## src/include/power_state_pkg.sv

```systemverilog
package power_state_pkg;

  // ----------------------------------------------------------------
  // register map
  // ----------------------------------------------------------------
  localparam int         PADDR_W           = 8;
  localparam logic [7:0] CTRL_OFFSET       = 8'h00;
  localparam logic [7:0] WD_LIMIT_OFFSET   = 8'h04;
  localparam logic [7:0] STATUS_OFFSET     = 8'h08;
  localparam logic [7:0] IRQ_STATUS_OFFSET = 8'h0c;
  localparam logic [7:0] IRQ_ENABLE_OFFSET = 8'h10;
  localparam logic [7:0] IRQ_CLEAR_OFFSET  = 8'h14;

  // control fields
  localparam int         CTRL_W            = 5;
  localparam int         CTRL_POL_INV_BIT  = 0;
  localparam int         CTRL_QUICK_OFF_BIT = 1;
  localparam int         CTRL_EDGE_MODE_BIT = 2;
  localparam int         CTRL_XFAIL_EN_BIT = 3;
  localparam int         CTRL_OVLO_DIS_BIT = 4;
  localparam logic [4:0] CTRL_RESET        = 5'h00;
  localparam int         WD_LIMIT_RESET    = 4;

  // status fields
  localparam int         STAT_STATE_LSB    = 0;
  localparam int         STAT_TRIM_BIT     = 4;
  localparam int         STAT_FUSE_BIT     = 5;
  localparam int         STAT_STEST_BIT    = 6;
  localparam int         STAT_WDCNT_LSB    = 8;

  // interrupt events
  localparam int         IRQ_W             = 5;
  localparam int         IRQ_STATE_BIT     = 0;
  localparam int         IRQ_WD_BIT        = 1;
  localparam int         IRQ_FAULT_BIT     = 2;
  localparam int         IRQ_STEST_BIT     = 3;
  localparam int         IRQ_LOAD_BIT      = 4;
  localparam logic [4:0] IRQ_RESET         = 5'h00;

  // synchronised pin indexes
  localparam int         PIN_W             = 7;
  localparam int         PIN_LOW_POWER     = 0;
  localparam int         PIN_TEST_BOARD    = 1;
  localparam int         PIN_POWER_ON      = 2;
  localparam int         PIN_EXT_FAIL      = 3;
  localparam int         PIN_VIN_UV        = 4;
  localparam int         PIN_VIN_OV        = 5;
  localparam int         PIN_TJ_TSD        = 6;

  // timing
  localparam int CLK_PERIOD_NS   = 20;
  localparam int WD_DELAY_US     = 30;
  localparam int WD_DELAY_CYCLES =
    (WD_DELAY_US * 1000 + CLK_PERIOD_NS - 1) / CLK_PERIOD_NS;
  localparam int WD_TIMER_W      = 11;

  typedef enum logic [3:0] {
    fuse_load_state,
    deep_off_state,
    self_test_state,
    fast_wake_off_state,
    power_up_state,
    run_state,
    standby_state,
    watchdog_reset_state,
    fault_power_down_state
  } state_t;

endpackage

```

## src/core/power_state_transition_fsm.sv

```systemverilog
// Added by the designer: register access over APB and the register offsets.
`timescale 1ns/1ps

module power_state_transition_fsm #(
  parameter int WD_COUNT_W     = 4,
  parameter bit SAFETY_VARIANT = 1'b1
) (
  // clock and reset
  input  wire logic                          pclk,
  input  wire logic                          presetn,
  // apb slave
  input  wire logic                          psel,
  input  wire logic                          penable,
  input  wire logic                          pwrite,
  input  wire logic [7:0]                    paddr,
  input  wire logic [31:0]                   pwdata,
  output logic      [31:0]                   prdata,
  output logic                               pready,
  output logic                               pslverr,
  // control pins, asynchronous
  input  wire logic                          low_power_request_pin,
  input  wire logic                          test_board_pin,
  input  wire logic                          power_on_request_pin,
  input  wire logic                          external_fail_input,
  // analog comparators, asynchronous
  input  wire logic                          vin_above_undervoltage,
  input  wire logic                          vin_above_overvoltage,
  input  wire logic                          tj_above_thermal_shutdown,
  // same-clock events
  input  wire logic                          fuse_load_done,
  input  wire logic                          trim_crc_fail,
  input  wire logic                          fuse_crc_fail,
  input  wire logic                          self_test_done,
  input  wire logic                          self_test_pass,
  input  wire logic                          watchdog_hard_reset,
  input  wire logic                          power_up_done,
  input  wire logic                          power_down_done,
  // state and interrupt
  output power_state_pkg::state_t            state,
  output logic                               irq
);

  localparam int TW = power_state_pkg::WD_TIMER_W;
  localparam int W  = WD_COUNT_W;
  localparam logic [TW-1:0] WD_LOAD =
    TW'(power_state_pkg::WD_DELAY_CYCLES - 1);

  if (W < 1 || W > 8) begin : g_bad_count_w
    $error("watchdog count width must be 1 to 8");
  end
  if (power_state_pkg::WD_DELAY_CYCLES > (1 << TW)) begin : g_bad_timer
    $error("watchdog delay does not fit the timer");
  end

  // ----------------------------------------------------------------
  // pin synchronisers
  // ----------------------------------------------------------------
  logic [power_state_pkg::PIN_W-1:0] sync1;
  logic [power_state_pkg::PIN_W-1:0] sync2;
  logic                              power_on_prev;
  logic                              vin_uv_prev;

  always_ff @(posedge pclk or negedge presetn) begin
    if (!presetn) begin
      sync1         <= '0;
      sync2         <= '0;
      power_on_prev <= 1'b0;
      vin_uv_prev   <= 1'b0;
    end else begin
      sync1 <= {tj_above_thermal_shutdown, vin_above_overvoltage,
                vin_above_undervoltage, external_fail_input,
                power_on_request_pin, test_board_pin,
                low_power_request_pin};
      sync2         <= sync1;
      power_on_prev <= sync2[power_state_pkg::PIN_POWER_ON];
      vin_uv_prev   <= sync2[power_state_pkg::PIN_VIN_UV];
    end
  end

  // ----------------------------------------------------------------
  // transition qualifiers
  // ----------------------------------------------------------------
  logic [power_state_pkg::CTRL_W-1:0] ctrl;
  logic [W-1:0]                       wd_limit;
  logic                               trim_load_error;
  logic                               fuse_config_load_error;
  logic                               self_test_failed;
  logic [W-1:0]                       watchdog_event_count;
  logic [TW-1:0]                      wd_timer;

  logic test_board;
  logic quick_off_select;
  logic standby_request;
  logic power_request;
  logic env_ok;
  logic load_ok;
  logic xfail_ok;
  logic valid_power_up;
  logic fast_wake_ok;
  logic vin_detect;

  assign test_board       = sync2[power_state_pkg::PIN_TEST_BOARD];
  assign quick_off_select = ctrl[power_state_pkg::CTRL_QUICK_OFF_BIT];
  assign standby_request  = sync2[power_state_pkg::PIN_LOW_POWER] ^
                            ctrl[power_state_pkg::CTRL_POL_INV_BIT];
  // level when edge mode is 0, high-to-low edge when it is 1
  assign power_request    = ctrl[power_state_pkg::CTRL_EDGE_MODE_BIT] ?
    (power_on_prev & ~sync2[power_state_pkg::PIN_POWER_ON]) :
    sync2[power_state_pkg::PIN_POWER_ON];
  assign env_ok = sync2[power_state_pkg::PIN_VIN_UV] &
    (ctrl[power_state_pkg::CTRL_OVLO_DIS_BIT] |
     ~sync2[power_state_pkg::PIN_VIN_OV]) &
    ~sync2[power_state_pkg::PIN_TJ_TSD];
  assign load_ok        = ~trim_load_error & ~fuse_config_load_error;
  assign xfail_ok       = ~ctrl[power_state_pkg::CTRL_XFAIL_EN_BIT] |
                          sync2[power_state_pkg::PIN_EXT_FAIL];
  assign valid_power_up = power_request & env_ok & load_ok;
  assign fast_wake_ok   = load_ok & ~self_test_failed & xfail_ok;
  assign vin_detect     = sync2[power_state_pkg::PIN_VIN_UV] &
                          ~vin_uv_prev;

  // ----------------------------------------------------------------
  // state machine
  // ----------------------------------------------------------------
  power_state_pkg::state_t     next_state;
  logic                        next_trim_err;
  logic                        next_fuse_err;
  logic                        next_stest_err;
  logic [W-1:0]                next_wd_count;
  logic [TW-1:0]               next_wd_timer;
  logic [power_state_pkg::IRQ_W-1:0] events;
  power_state_pkg::state_t     off_exit;

  always_comb begin
    next_state     = state;
    next_trim_err  = trim_load_error;
    next_fuse_err  = fuse_config_load_error;
    next_stest_err = self_test_failed;
    next_wd_count  = watchdog_event_count;
    next_wd_timer  = wd_timer;
    events         = '0;
    off_exit       = SAFETY_VARIANT ? power_state_pkg::self_test_state :
                     power_state_pkg::fast_wake_off_state;
    case (state)
      power_state_pkg::fuse_load_state: begin
        if (fuse_load_done) begin
          next_trim_err = trim_crc_fail;
          next_fuse_err = fuse_crc_fail;
          events[power_state_pkg::IRQ_LOAD_BIT] =
            trim_crc_fail | fuse_crc_fail;
          if (!trim_crc_fail && !fuse_crc_fail) begin
            next_state = power_state_pkg::deep_off_state;
          end
        end
      end
      power_state_pkg::deep_off_state: begin
        if (test_board) begin
          next_state = off_exit;
        end else if (quick_off_select) begin
          next_state = off_exit;
        end else if (valid_power_up) begin
          next_state = off_exit;
        end
      end
      power_state_pkg::self_test_state: begin
        if (self_test_done && !self_test_pass) begin
          next_stest_err = 1'b1;
          events[power_state_pkg::IRQ_STEST_BIT] = 1'b1;
        end
        if (test_board || (self_test_done && self_test_pass)) begin
          next_state = power_state_pkg::fast_wake_off_state;
        end
      end
      power_state_pkg::fast_wake_off_state: begin
        if (!quick_off_select && !test_board) begin
          if (fast_wake_ok) begin
            next_state = power_state_pkg::power_up_state;
          end
        end else if (valid_power_up && fast_wake_ok) begin
          next_state = power_state_pkg::power_up_state;
        end
      end
      power_state_pkg::power_up_state: begin
        if (power_up_done) begin
          next_state = power_state_pkg::run_state;
        end
      end
      power_state_pkg::run_state,
      power_state_pkg::standby_state: begin
        if (watchdog_hard_reset) begin
          next_state    = power_state_pkg::watchdog_reset_state;
          next_wd_timer = WD_LOAD;
          if (watchdog_event_count != {W{1'b1}}) begin
            next_wd_count = watchdog_event_count + 1'b1;
          end
          events[power_state_pkg::IRQ_WD_BIT] = 1'b1;
        end else if (state == power_state_pkg::run_state) begin
          if (standby_request) begin
            next_state = power_state_pkg::standby_state;
          end
        end else if (!standby_request) begin
          next_state = power_state_pkg::run_state;
        end
      end
      power_state_pkg::watchdog_reset_state: begin
        if (watchdog_event_count >= wd_limit) begin
          next_state = power_state_pkg::fault_power_down_state;
          events[power_state_pkg::IRQ_FAULT_BIT] = 1'b1;
        end else if (wd_timer == '0) begin
          next_state = power_state_pkg::run_state;
        end else begin
          next_wd_timer = wd_timer - 1'b1;
        end
      end
      power_state_pkg::fault_power_down_state: begin
        if (power_down_done) begin
          next_state    = power_state_pkg::deep_off_state;
          next_wd_count = '0;
        end
      end
      default: begin
        next_state = power_state_pkg::fuse_load_state;
      end
    endcase
    events[power_state_pkg::IRQ_STATE_BIT] = (next_state != state);
  end

  always_ff @(posedge pclk or negedge presetn) begin
    if (!presetn) begin
      state                  <= power_state_pkg::fuse_load_state;
      trim_load_error        <= 1'b0;
      fuse_config_load_error <= 1'b0;
      self_test_failed       <= 1'b0;
      watchdog_event_count   <= '0;
      wd_timer               <= '0;
    end else begin
      state                  <= next_state;
      trim_load_error        <= next_trim_err;
      fuse_config_load_error <= next_fuse_err;
      self_test_failed       <= next_stest_err;
      watchdog_event_count   <= next_wd_count;
      wd_timer               <= next_wd_timer;
    end
  end

  // ----------------------------------------------------------------
  // apb registers and interrupt
  // ----------------------------------------------------------------
  logic [power_state_pkg::IRQ_W-1:0]  irq_status;
  logic [power_state_pkg::IRQ_W-1:0]  irq_enable;
  logic [power_state_pkg::CTRL_W-1:0] next_ctrl;
  logic [W-1:0]                       next_wd_limit;
  logic [power_state_pkg::IRQ_W-1:0]  next_irq_status;
  logic [power_state_pkg::IRQ_W-1:0]  next_irq_enable;
  logic [power_state_pkg::IRQ_W-1:0]  irq_clear;
  logic                               next_irq;
  logic [31:0]                        next_prdata;
  logic                               next_pready;
  logic                               next_pslverr;
  logic                               wr_done;

  function automatic logic addr_mapped(input logic [7:0] a);
    return a == power_state_pkg::CTRL_OFFSET ||
           a == power_state_pkg::WD_LIMIT_OFFSET ||
           a == power_state_pkg::STATUS_OFFSET ||
           a == power_state_pkg::IRQ_STATUS_OFFSET ||
           a == power_state_pkg::IRQ_ENABLE_OFFSET ||
           a == power_state_pkg::IRQ_CLEAR_OFFSET;
  endfunction

  always_comb begin
    next_ctrl       = ctrl;
    next_wd_limit   = wd_limit;
    next_irq_enable = irq_enable;
    irq_clear       = '0;
    next_prdata     = prdata;
    next_pslverr    = pslverr;
    next_pready     = psel & penable & ~pready;
    wr_done = psel & penable & pready & pwrite & addr_mapped(paddr);
    if (next_pready) begin
      next_prdata  = '0;
      next_pslverr = ~addr_mapped(paddr);
      case (paddr)
        power_state_pkg::CTRL_OFFSET: begin
          next_prdata[power_state_pkg::CTRL_W-1:0] = ctrl;
        end
        power_state_pkg::WD_LIMIT_OFFSET: begin
          next_prdata[W-1:0] = wd_limit;
        end
        power_state_pkg::STATUS_OFFSET: begin
          next_prdata[power_state_pkg::STAT_STATE_LSB +: 4] = 4'(state);
          next_prdata[power_state_pkg::STAT_TRIM_BIT] = trim_load_error;
          next_prdata[power_state_pkg::STAT_FUSE_BIT] =
            fuse_config_load_error;
          next_prdata[power_state_pkg::STAT_STEST_BIT] = self_test_failed;
          next_prdata[power_state_pkg::STAT_WDCNT_LSB +: W] =
            watchdog_event_count;
        end
        power_state_pkg::IRQ_STATUS_OFFSET: begin
          next_prdata[power_state_pkg::IRQ_W-1:0] = irq_status;
        end
        power_state_pkg::IRQ_ENABLE_OFFSET: begin
          next_prdata[power_state_pkg::IRQ_W-1:0] = irq_enable;
        end
        default: begin
          next_prdata = '0;
        end
      endcase
    end
    if (wr_done) begin
      case (paddr)
        power_state_pkg::CTRL_OFFSET: begin
          next_ctrl = pwdata[power_state_pkg::CTRL_W-1:0];
        end
        power_state_pkg::WD_LIMIT_OFFSET: begin
          next_wd_limit = pwdata[W-1:0];
        end
        power_state_pkg::IRQ_ENABLE_OFFSET: begin
          next_irq_enable = pwdata[power_state_pkg::IRQ_W-1:0];
        end
        power_state_pkg::IRQ_CLEAR_OFFSET: begin
          irq_clear = pwdata[power_state_pkg::IRQ_W-1:0];
        end
        default: begin
          next_ctrl = ctrl;
        end
      endcase
    end
    // voltage detection overrides a same-cycle software write
    if (vin_detect) begin
      next_ctrl[power_state_pkg::CTRL_QUICK_OFF_BIT] = 1'b0;
    end
    // a new event wins over a same-cycle clear
    next_irq_status = (irq_status & ~irq_clear) | events;
    next_irq        = |(next_irq_status & next_irq_enable);
  end

  always_ff @(posedge pclk or negedge presetn) begin
    if (!presetn) begin
      ctrl       <= power_state_pkg::CTRL_RESET;
      wd_limit   <= W'(power_state_pkg::WD_LIMIT_RESET);
      irq_status <= power_state_pkg::IRQ_RESET;
      irq_enable <= power_state_pkg::IRQ_RESET;
      irq        <= 1'b0;
      prdata     <= 32'h0000_0000;
      pready     <= 1'b0;
      pslverr    <= 1'b0;
    end else begin
      ctrl       <= next_ctrl;
      wd_limit   <= next_wd_limit;
      irq_status <= next_irq_status;
      irq_enable <= next_irq_enable;
      irq        <= next_irq;
      prdata     <= next_prdata;
      pready     <= next_pready;
      pslverr    <= next_pslverr;
    end
  end

  // ----------------------------------------------------------------
  // checks
  // ----------------------------------------------------------------
  logic [15:0] wd_dwell;

  always_ff @(posedge pclk or negedge presetn) begin
    if (!presetn) begin
      wd_dwell <= '0;
    end else if (state == power_state_pkg::watchdog_reset_state) begin
      wd_dwell <= wd_dwell + 1'b1;
    end else begin
      wd_dwell <= '0;
    end
  end
endmodule

```

## config.mk

```make
export PLATFORM = sky130hd
export DESIGN_NAME = power_state_transition_fsm
export DESIGN_NICKNAME = d
export VERILOG_FILES = /design/src/include/power_state_pkg.sv /design/src/core/power_state_transition_fsm.sv
export SDC_FILE = /design/constraint.sdc
export NUM_CORES = 1
export LEC_CHECK = 0
export BUFFER_PORTS_ARGS = -buffer_cell sky130_fd_sc_hd__buf_2
export CAP_MARGIN = 10
export CORE_MARGIN = 5
export CORE_UTILIZATION = 46
export CTS_BUF_LIST = sky130_fd_sc_hd__clkbuf_8 sky130_fd_sc_hd__clkbuf_16
export DETAILED_ROUTE_END_ITERATION = 12
export HOLD_SLACK_MARGIN = 0.03
export PLACE_DENSITY_LB_ADDON = 0.2
export SKIP_LAST_GASP = 1
export SLEW_MARGIN = 20
export SYNTH_ARGS = -nofsm -noshare
export SYNTH_HDL_FRONTEND = slang
export SYNTH_SLANG_ARGS = --single-unit
```

## constraint.sdc

```tcl
create_clock -name pclk -period 7.2 [get_ports pclk]
set_input_delay 1.44 -clock pclk [delete_from_list [all_inputs] [get_ports pclk]]
set_output_delay 1.44 -clock pclk [all_outputs]
set_load 0.02 [all_outputs]
```

After elaboration in Yosys (flattened, before gate mapping):

Cells that the tools add are included.

* flip-flop bits (word level): 71
* output and inout port bits: 39

* $lt $le $gt $ge: 1
* bitwise gates (word level): 32
* add/subtract/negate cells: 2
* equality and inequality tests: 20
* muxes and demuxes: 46
* reduce and logical (&&, ||, !) cells: 32

Operators by type and width (number)
* 4-bit two-way mux: 21
* 11-bit two-way mux: 3
* 4-bit one-hot mux with 8 select lines: 1
* 11-bit one-hot mux with 2 select lines: 1
* 5-bit two-way mux: 4
* 4-bit one-hot mux with 5 select lines: 1
* 4-bit by 3-bit == test with 1-bit output, second input constant: 4
* 8-bit by 4-bit == test with 1-bit output, second input constant: 2
* 8-bit by 5-bit == test with 1-bit output, second input constant: 2
* 1-bit AND: 14
* 11-bit logical NOT: 1
* 11-bit by 1-bit subtractor with 11-bit output, second input constant: 1
* 5-bit AND: 2
* 1-bit two-way mux: 10
* 2-bit inequality test, second input constant: 5
* 1-bit NOT: 10
* 2-bit AND reduction: 5
* 4-bit by 2-bit == test with 1-bit output, second input constant: 2
* 8-bit by 3-bit == test with 1-bit output, second input constant: 1
* 8-bit logical NOT: 1
* 4-bit one-hot mux with 2 select lines: 1
* 4-bit AND reduction: 2
* 2-bit nonzero test: 4
* 1-bit logical OR: 6
* 17 further kinds: 29

Longest topological paths before layout:

Gate-level depths: netlist of run 1.

* depth after elaboration: 14
* gate-level depth with buffers: 9
* mapped depth without buffers: 8

Least setup slack after synthesis of run 1:

OpenSTA, ideal clock, no wires.

* path type: input port to flip-flop
* from: input port paddr[0]
* to: register irq
* required time: 7.066 ns
* stages: 6
* arrival: 2.897 ns
* path slack: 4.168 ns
* buffers on the path: 0
* setup time: 0.134 ns
* cells stage by stage: or4_4 and4bb_4 nand2_1 a221o_1 nor3_1 a21oi_1

* longest elaborated chain between the ends: 13

Ends and longest elaborated chain
* start: declaration: RTL line power_state_transition_fsm.sv:15 `input wire logic [7:0] paddr,`
* 8-bit by 3-bit == test with 1-bit output / 8-bit logical NOT (equally long branches): RTL line power_state_transition_fsm.sv:264, power_state_transition_fsm.sv:263
* 1-bit logical OR: RTL line power_state_transition_fsm.sv:263 `return a == power_state_pkg::CTRL_OFFSET ||`
* 1-bit logical OR: RTL line power_state_transition_fsm.sv:264 `a == power_state_pkg::WD_LIMIT_OFFSET ||`
* 1-bit logical OR: RTL line power_state_transition_fsm.sv:265 `a == power_state_pkg::STATUS_OFFSET ||`
* 1-bit logical OR: RTL line power_state_transition_fsm.sv:266 `a == power_state_pkg::IRQ_STATUS_OFFSET ||`
* 1-bit logical OR: RTL line power_state_transition_fsm.sv:267 `a == power_state_pkg::IRQ_ENABLE_OFFSET ||`
* 1-bit AND: RTL line power_state_transition_fsm.sv:279 `wr_done = psel & penable & pready & pwrite & addr_mapped(paddr);`
* 5-bit two-way mux: RTL line power_state_transition_fsm.sv:310 `if (wr_done) begin`
* 5-bit NOT: RTL line power_state_transition_fsm.sv:334 `next_irq_status = (irq_status & ~irq_clear) | events;`
* 5-bit AND: RTL line power_state_transition_fsm.sv:334
* 5-bit OR: RTL line power_state_transition_fsm.sv:334
* 5-bit AND *: RTL line power_state_transition_fsm.sv:335 `next_irq = |(next_irq_status & next_irq_enable);`
* 5-bit OR reduction *: RTL line power_state_transition_fsm.sv:335
* net next_irq: RTL line power_state_transition_fsm.sv:256 `logic next_irq;`
* end signal: assignment: RTL line power_state_transition_fsm.sv:353 `irq <= next_irq;`
* end: declaration: RTL line power_state_transition_fsm.sv:40 `output logic irq`

The timed path passes the listed nets; every way through them passes the cells marked *.
A chain may end at the register's enable or synchronous reset.

Worst setup path after layout of run 1:

Same ends and word-level chain as after synthesis.

==> flow_summary.json, run 1 <==
{
  "grt_use_total_pct": 16.7,
  "power_frac_clock_pct": 29.6,
  "cts_setup_buffers": 0,
  "power_mw": 1.10,
  "comb_power_share_pct": 22.4,
  "synth_top_area_share_pct": 48.2,
  "setup_viol": 0,
  "cts-root-buf": "clkbuf_8",
  "globalRouteOverflowTotal": 0,
  "synth.most_common_cell": "dfrtp_1",
  "synth_area_leaders": "dfrtp_1, mux2_2, buf_4, nand2_1, nor2_1",
  "worst_pin_slew_ns": 0.903,
  "ys_seq_area_share_pct": 48.9,
  "synth_top_family_by_area": "simple AND/OR/NAND/NOR gates",
  "synth_compound_area_share_pct": 13.6,
  "setup_tns_ns": 0,
  "cts_buffer_depth": 2,
  "synth_seq_cells": 71,
  "dieHeight_um": 98.9,
  "cp_cell_sequence": "buf_2 -> or4_4 -> and4bb_4 -> nand2_1 -> a221o_1 -> nor3_1 -> a21oi_1",
  "min_path_type": "register to register",
  "fmax_mhz": 341,
  "rsz0062_at_grt": "false",
  "first_iter_violations": 135,
  "crit_required_ns": 7.42,
  "routabilityCongestion": 0.843,
  "place_area_mm2": 0.00388,
  "hold_viol": 0,
  "dp_hpwl_um": 5810,
  "grt_start_max_net_pins": 72,
  "initial_core_util_pct": 47.1,
  "max_cap_violations": 0,
  "hold_buffers": 0,
  "max_slew_margin_pct": 39.8,
  "synthSimpleGateAreaFrac_pct": 17.9,
  "yosysTopAreaCell": "dfrtp_1",
  "yosys-top-cells-count": "dfrtp_1, nand2_1, nor2_1",
  "cp_slowest_cell": "or4_4",
  "wl_per_cell_um": 15.6,
  "synthFlopType": "dfrtp_1",
  "cts_sinks": 71,
  "io_pins": 99,
  "endpoint_kind": "register",
  "grt_pass1_vias": 2632,
  "layout.nets": 462,
  "p_sw_uw": 381,
  "vias_per_cell": 5.28,
  "drive_above_1_share_pct": 23.9,
  "synthMuxAreaShare_pct": 7.12,
  "drc": 0,
  "synth_cell_types": 68,
  "synth_cells": 348,
  "post-place-ws_ns": 3.89,
  "final_util_pct": 52.9,
  "clk_pin_slew_worst_paths_ns": 0.08,
  "syn2layout_area_growth_pct": 12.4,
  "min_period_over_period_pct": 40.7,
  "fp-row-count": 32,
  "cp_max_fo": 5,
  "grt_pass1_wl_um": 13000,
  "leakagePower_nw": 1.94,
  "p_per_area_mw_per_mm2": 270,
  "synth_edf_count": 0,
  "async_reset_ff_share_pct": 100,
  "yosys_warnings": 0,
  "slowest_delay_ns": 0.55,
  "period_needed_ns": 2.93,
  "internal-power_uw": 722,
  "cts_resized": 0,
  "insertion_delay_ns": 0.35,
  "dieArea_mm2": 0.00978,
  "antenna_left": 0,
  "htreeDepth": 3,
  "via_count": 2656,
  "finish.instance_area_mm2": 0.00409,
  "antenna_cells": 0,
  "antenna_found_initial": 0,
  "yosys.area_share.adder_pct": 2.06,
  "avgSynthCellArea_um2": 10.4,
  "cts_tree": "yes",
  "drtPass1Iterations": 4,
  "peakVddDrop_mv": 0.122,
  "drt_wl_total_um": 7840,
  "cp.arrival_ns": 3.15,
  "crit_type": "primary input to register",
  "netSwitchingFraction_pct": 34.6,
  "port_buffers": 50,
  "synth_area_mm2": 0.00364,
  "fp.coreArea_mm2": 0.00773,
  "die_x_um": 98.9,
  "setup_ws_ns": 4.27,
  "crit_path_start_kind": "primary input",
  "fin_skew_ns": 0.00743,
  "maxSlewViolCount": 0,
  "numCtsBuffers": 9,
  "synth_xor_xnor_area_share_pct": 2.65,
  "outcome": "complete, no violations",
  "seqPwrFrac_pct": 48.0
}
==> state kept, by name, summed over array words and instances (netlist names) <==
signal and cells:
pready 1, wd_timer 11, watchdog_event_count 4, irq_enable 5, sync2 7, wd_limit 4
trim_load_error 1, power_on_prev 1, prdata 11, fuse_config_load_error 1, vin_uv_prev 1, sync1 7
irq 1, pslverr 1, irq_status 5, state 4, self_test_failed 1, ctrl 5
==> routing by layer <==
layer / global-route usage [%] / vias to the layer above / routed length [um]
met3: 4.60 / 12 / 456
met4: 6.83 / 0 / 131
met5: 0 / - / 0
met2: 25.1 / 85 / 3530
li1: - / 1299 / -
met1: 22.8 / 1260 / 3730
==> cell type report <==
class / count / area [um2]
Fill cell: 719 / 3640
Sequential cell: 71 / 1780
Multi-Input combinational cell: 245 / 1650
Timing Repair Buffer: 51 / 258
Tap cell: 102 / 128
Clock buffer: 9 / 124
Clock inverter: 7 / 78.8
Inverter: 18 / 67.6
==> placed cells by master (no fill, tap or decap), types with 2 or more instances in the layout <==
cell type	n
nand4_1	3
inv_6	3
mux2i_1	9
nand2b_1	8
and4b_1	2
mux2_2	15
buf_2	50
a31oi_1	2
nor2b_1	2
dfrtp_1	70
a22o_1	6
a211oi_1	7
clkinvlp_4	3
a2bb2oi_1	3
or2_2	2
nor2_1	25
conb_1	21
nand2_1	28
nor3_1	11
xor2_1	10
nand3_1	13
or3_1	2
inv_1	18
and3b_1	2
o21ai_0	12
ha_1	6
a21oi_1	11
nand4b_1	4
and2_1	2
a32o_1	2
clkbuf_8	9
nor4b_1	2
==> worst paths after layout <==
kind / from / end / slack, ns / cells after the start
setup / recovery: paddr[0] / irq / 4.27 / 7
hold / removal: sync1[3] / sync2[3] / 0.35 / 0
setup reg to reg: watchdog_event_count[0] / wd_timer[10] / 4.51 / 8
hold reg to reg: sync1[3] / sync2[3] / 0.35 / 0
max in group asynchronous: presetn / prdata[8] / 5.32 / 2
min in group asynchronous: presetn / sync1[5] / 1.28 / 2
==> critical path: cells and delay by family <==
family,cells,cell delay [ns]
AND/OR/NAND/NOR,4,1.19
AO/OA/AOI/OAI,2,0.41
buffers and inverters,1,0.10
==> per-stage QoR <==
| stage | hold WS, ns | std cells |
|---|---|---|
| 2_1_floorplan | 0.331 | 368 |
| 3_3_place_gp | 0.332 | 487 |
| 3_5_place_dp | 0.335 | 487 |
| 4_1_cts | 0.349 | 503 |
| 5_1_grt | 0.356 | 503 |
| 6_report | 0.347 | 503 |
==> power by group through the flow <==
stage	combinational [mW]	sequential, mW	clock, mW
2_1_floorplan	0.212	0.503	0
5_1_grt	0.276	0.540	0.361
4_1_cts	0.248	0.529	0.336
6_report	0.247	0.529	0.327
3_5_place_dp	0.247	0.536	0
3_3_place_gp	0.239	0.534	0
==> kinds of logic after synthesis <==
family / Yosys count
DFF: 71
and+or+nand+nor: 118
other: 1
xor gates and xnor gates: 11
muxes: 24
AOI/OAI and AO/OA: 65
buffers and inverters: 52
adders and majority gates: 6
No activity file was read; power rests on OpenSTA's default activity.
==> inputs of run 2 (changes only) <==
==> constraint.sdc (replaced) <==
create_clock -name pclk -period 3 [get_ports pclk]
set_input_delay 0.6 -clock pclk [delete_from_list [all_inputs] [get_ports pclk]]
set_output_delay 0.6 -clock pclk [all_outputs]
set_load 0.02 [all_outputs]
==> run 2 against run 1 <==
Global-route usage is essentially flat. Register-to-register slack lost 4.1 ns. Clock-buffer cell count grew 1. Sequential share of layout area shrank 0.29 points. Clock power grew 130%. Sequential cell count is the same. Total power grew 140%. Sequential power grew 140%. Clock skew grew 0.0076 ns. Hold slack lost 0.10 ns. Final cell count grew 0.80%. Highest routed layer unchanged.
==> flow_summary.json, run 2 (synthesis gave the netlist of run 1 again) <==
{
  "comb_power_share_pct": 23.2,
  "drtPass1Iterations": 4,
  "leakagePower_nw": 1.96,
  "hold_viol": 0,
  "finish.instance_area_mm2": 0.00411,
  "wl_per_cell_um": 15.5,
  "min_period_over_period_pct": 86.3,
  "grt_start_max_net_pins": 30,
  "critPathTopFamily": "compound AO/OA/AOI/OAI gates",
  "cp_slowest_cell": "or3b_1",
  "cts-root-buf": "clkbuf_8",
  "netSwitchingFraction_pct": 35.6,
  "port_buffers": 50,
  "internal-power_mw": 1.68,
  "fp-row-count": 32,
  "initial_core_util_pct": 47.1,
  "clk_pin_slew_worst_paths_ns": 0.09,
  "routabilityCongestion": 0.857,
  "cts_buffer_depth": 2,
  "power_frac_clock_pct": 28.4,
  "holdWs_ns": 0.242,
  "cp_max_fo": 4,
  "hold_buffers": 0,
  "crit_path_start_kind": "register",
  "grt_pass1_vias": 2653,
  "maxSlewViolCount": 0,
  "max_cap_violations": 0,
  "layout_commonest_cell": "dfrtp_1",
  "drive_above_1_share_pct": 24.7,
  "rrSetupSlack_ns": 0.41,
  "dp_hpwl_um": 5980,
  "seqPwrFrac_pct": 48.5,
  "grt_pass1_wl_um": 13100,
  "setup_viol": 0,
  "antenna_left": 0,
  "post-place-ws_ns": 0.410,
  "antenna_cells": 0,
  "max_slew_margin_pct": 54.1,
  "dp.cells": 491,
  "cts_sinks": 71,
  "die_x_um": 98.9,
  "cts_resized": 0,
  "worst_pin_slew_ns": 0.682,
  "fp.coreArea_mm2": 0.00773,
  "antenna_found_initial": 0,
  "fmax_mhz": 386,
  "io_pins": 99,
  "grt_use_total_pct": 16.7,
  "stdcell_count": 507,
  "crit_buf_inv": 1,
  "cp_cell_sequence": "inv_1 -> ha_1 -> or3b_1 -> a211o_1 -> a21boi_0 -> o2111a_2 -> a2111oi_4 -> a21oi_1",
  "syn2layout_area_growth_pct": 13.1,
  "setup_ws_ns": 0.411,
  "rr_endpoint": "irq",
  "p_sw_uw": 929,
  "min_path_type": "primary input to async pin",
  "dieArea_mm2": 0.00978,
  "cp.arrival_ns": 2.81,
  "drc": 0,
  "crit_type": "register to register",
  "first_iter_violations": 152,
  "layout.nets": 466,
  "worstReg2RegStart": "watchdog_event_count[0]",
  "peakVddDrop_mv": 0.253,
  "cts_setup_buffers": 0,
  "vias_per_cell": 5.33,
  "numCtsBuffers": 9,
  "slowest_delay_ns": 0.42,
  "globalRouteOverflowTotal": 0,
  "final_cell_mix": "dfrtp_1, buf_2, nand2_1, nor2_1, conb_1",
  "place_area_mm2": 0.00393,
  "fin_skew_ns": 0.0150,
  "period_needed_ns": 2.59,
  "insertion_delay_ns": 0.36,
  "outcome": "complete, no violations",
  "reg2reg_depth": 8,
  "dieHeight_um": 98.9,
  "crit_required_ns": 3.22,
  "p_per_area_mw_per_mm2": 635,
  "htreeDepth": 3,
  "endpoint_kind": "register",
  "drt_wl_total_um": 7850,
  "rsz0062_at_grt": "false",
  "cts_tree": "yes",
  "via_count": 2701,
  "biggestRegsByFlops": "prdata (11), wd_timer (11)",
  "setup_tns_ns": 0
}
-- run 2: cell types whose count changed in the layout (fill, tap and decap cells not counted) --
| cell | delta |
|---|---|
| buf_4 | +3 |
| clkinvlp_4 | -1 |
| clkbuf_8 | +1 |
| buf_12 | +1 |
| bufinv_16 | -1 |
| inv_6 | +1 |
-- run 2: worst max path at each step --
stage | startpoint | to | slack, ns | depth (start not counted)
floorplan | watchdog_event_count[0] | irq | 0.71 | 8
global placement | watchdog_event_count[0] | irq | 0.46 | 8
detailed placement | watchdog_event_count[0] | irq | 0.41 | 8
CTS | watchdog_event_count[0] | irq | 0.40 | 8
global route | wd_timer[0] | irq | 0.25 | 8
finish | watchdog_event_count[0] | irq | 0.41 | 8
-- run 2: per-stage QoR --
stage / utilization, % / total power, mW
finish: 53.2 / 2.61
global route: 53.2 / 2.78
CTS: 53.2 / 2.63
detailed placement: 50.8 / 1.89
global placement: 50.8 / 1.87
floorplan: - / 1.72
-- run 2: area by class of cell --
class | count | area, um2
Clock buffer | 10 | 138
Timing Repair Buffer | 55 | 300
Multi-Input combinational cell | 245 | 1650
Clock inverter | 6 | 50.0
Inverter | 18 | 67.6
Fill cell | 718 | 3610
Sequential cell | 71 | 1780
Tap cell | 102 | 128
-- run 2: power by group through the flow --
stage / logic [mW] / registers, mW / clock network (mW)
after floorplan: 0.509 / 1.21 / 0
after global placement: 0.585 / 1.28 / 0
after detailed placement: 0.606 / 1.29 / 0
after CTS: 0.610 / 1.27 / 0.756
after global routing: 0.680 / 1.29 / 0.804
final: 0.606 / 1.27 / 0.741
-- run 2: worst reg2reg max path: cells and delay by family, from the launching register on --
family | cells | cell delay [ns]
adder cells (fa/ha/maj) | 1 | 0.28
flip-flops | 1 | 0.41
buffers and inverters | 1 | 0.10
AO/OA/AOI/OAI | 5 | 1.26
AND/OR/NAND/NOR | 1 | 0.42
-- run 2: per-layer routing --
metal / part of all wire (%) / routed length (um) / vias to the layer above / track usage [%]
met2: 47 / 3660 / 70 / 25.4
met4: 1.8 / 138 / 0 / 6.30
met3: 6.1 / 476 / 12 / 4.10
li1: - / - / 1305 / -
met1: 46 / 3570 / 1314 / 23.0
met5: 0 / 0 / - / 0
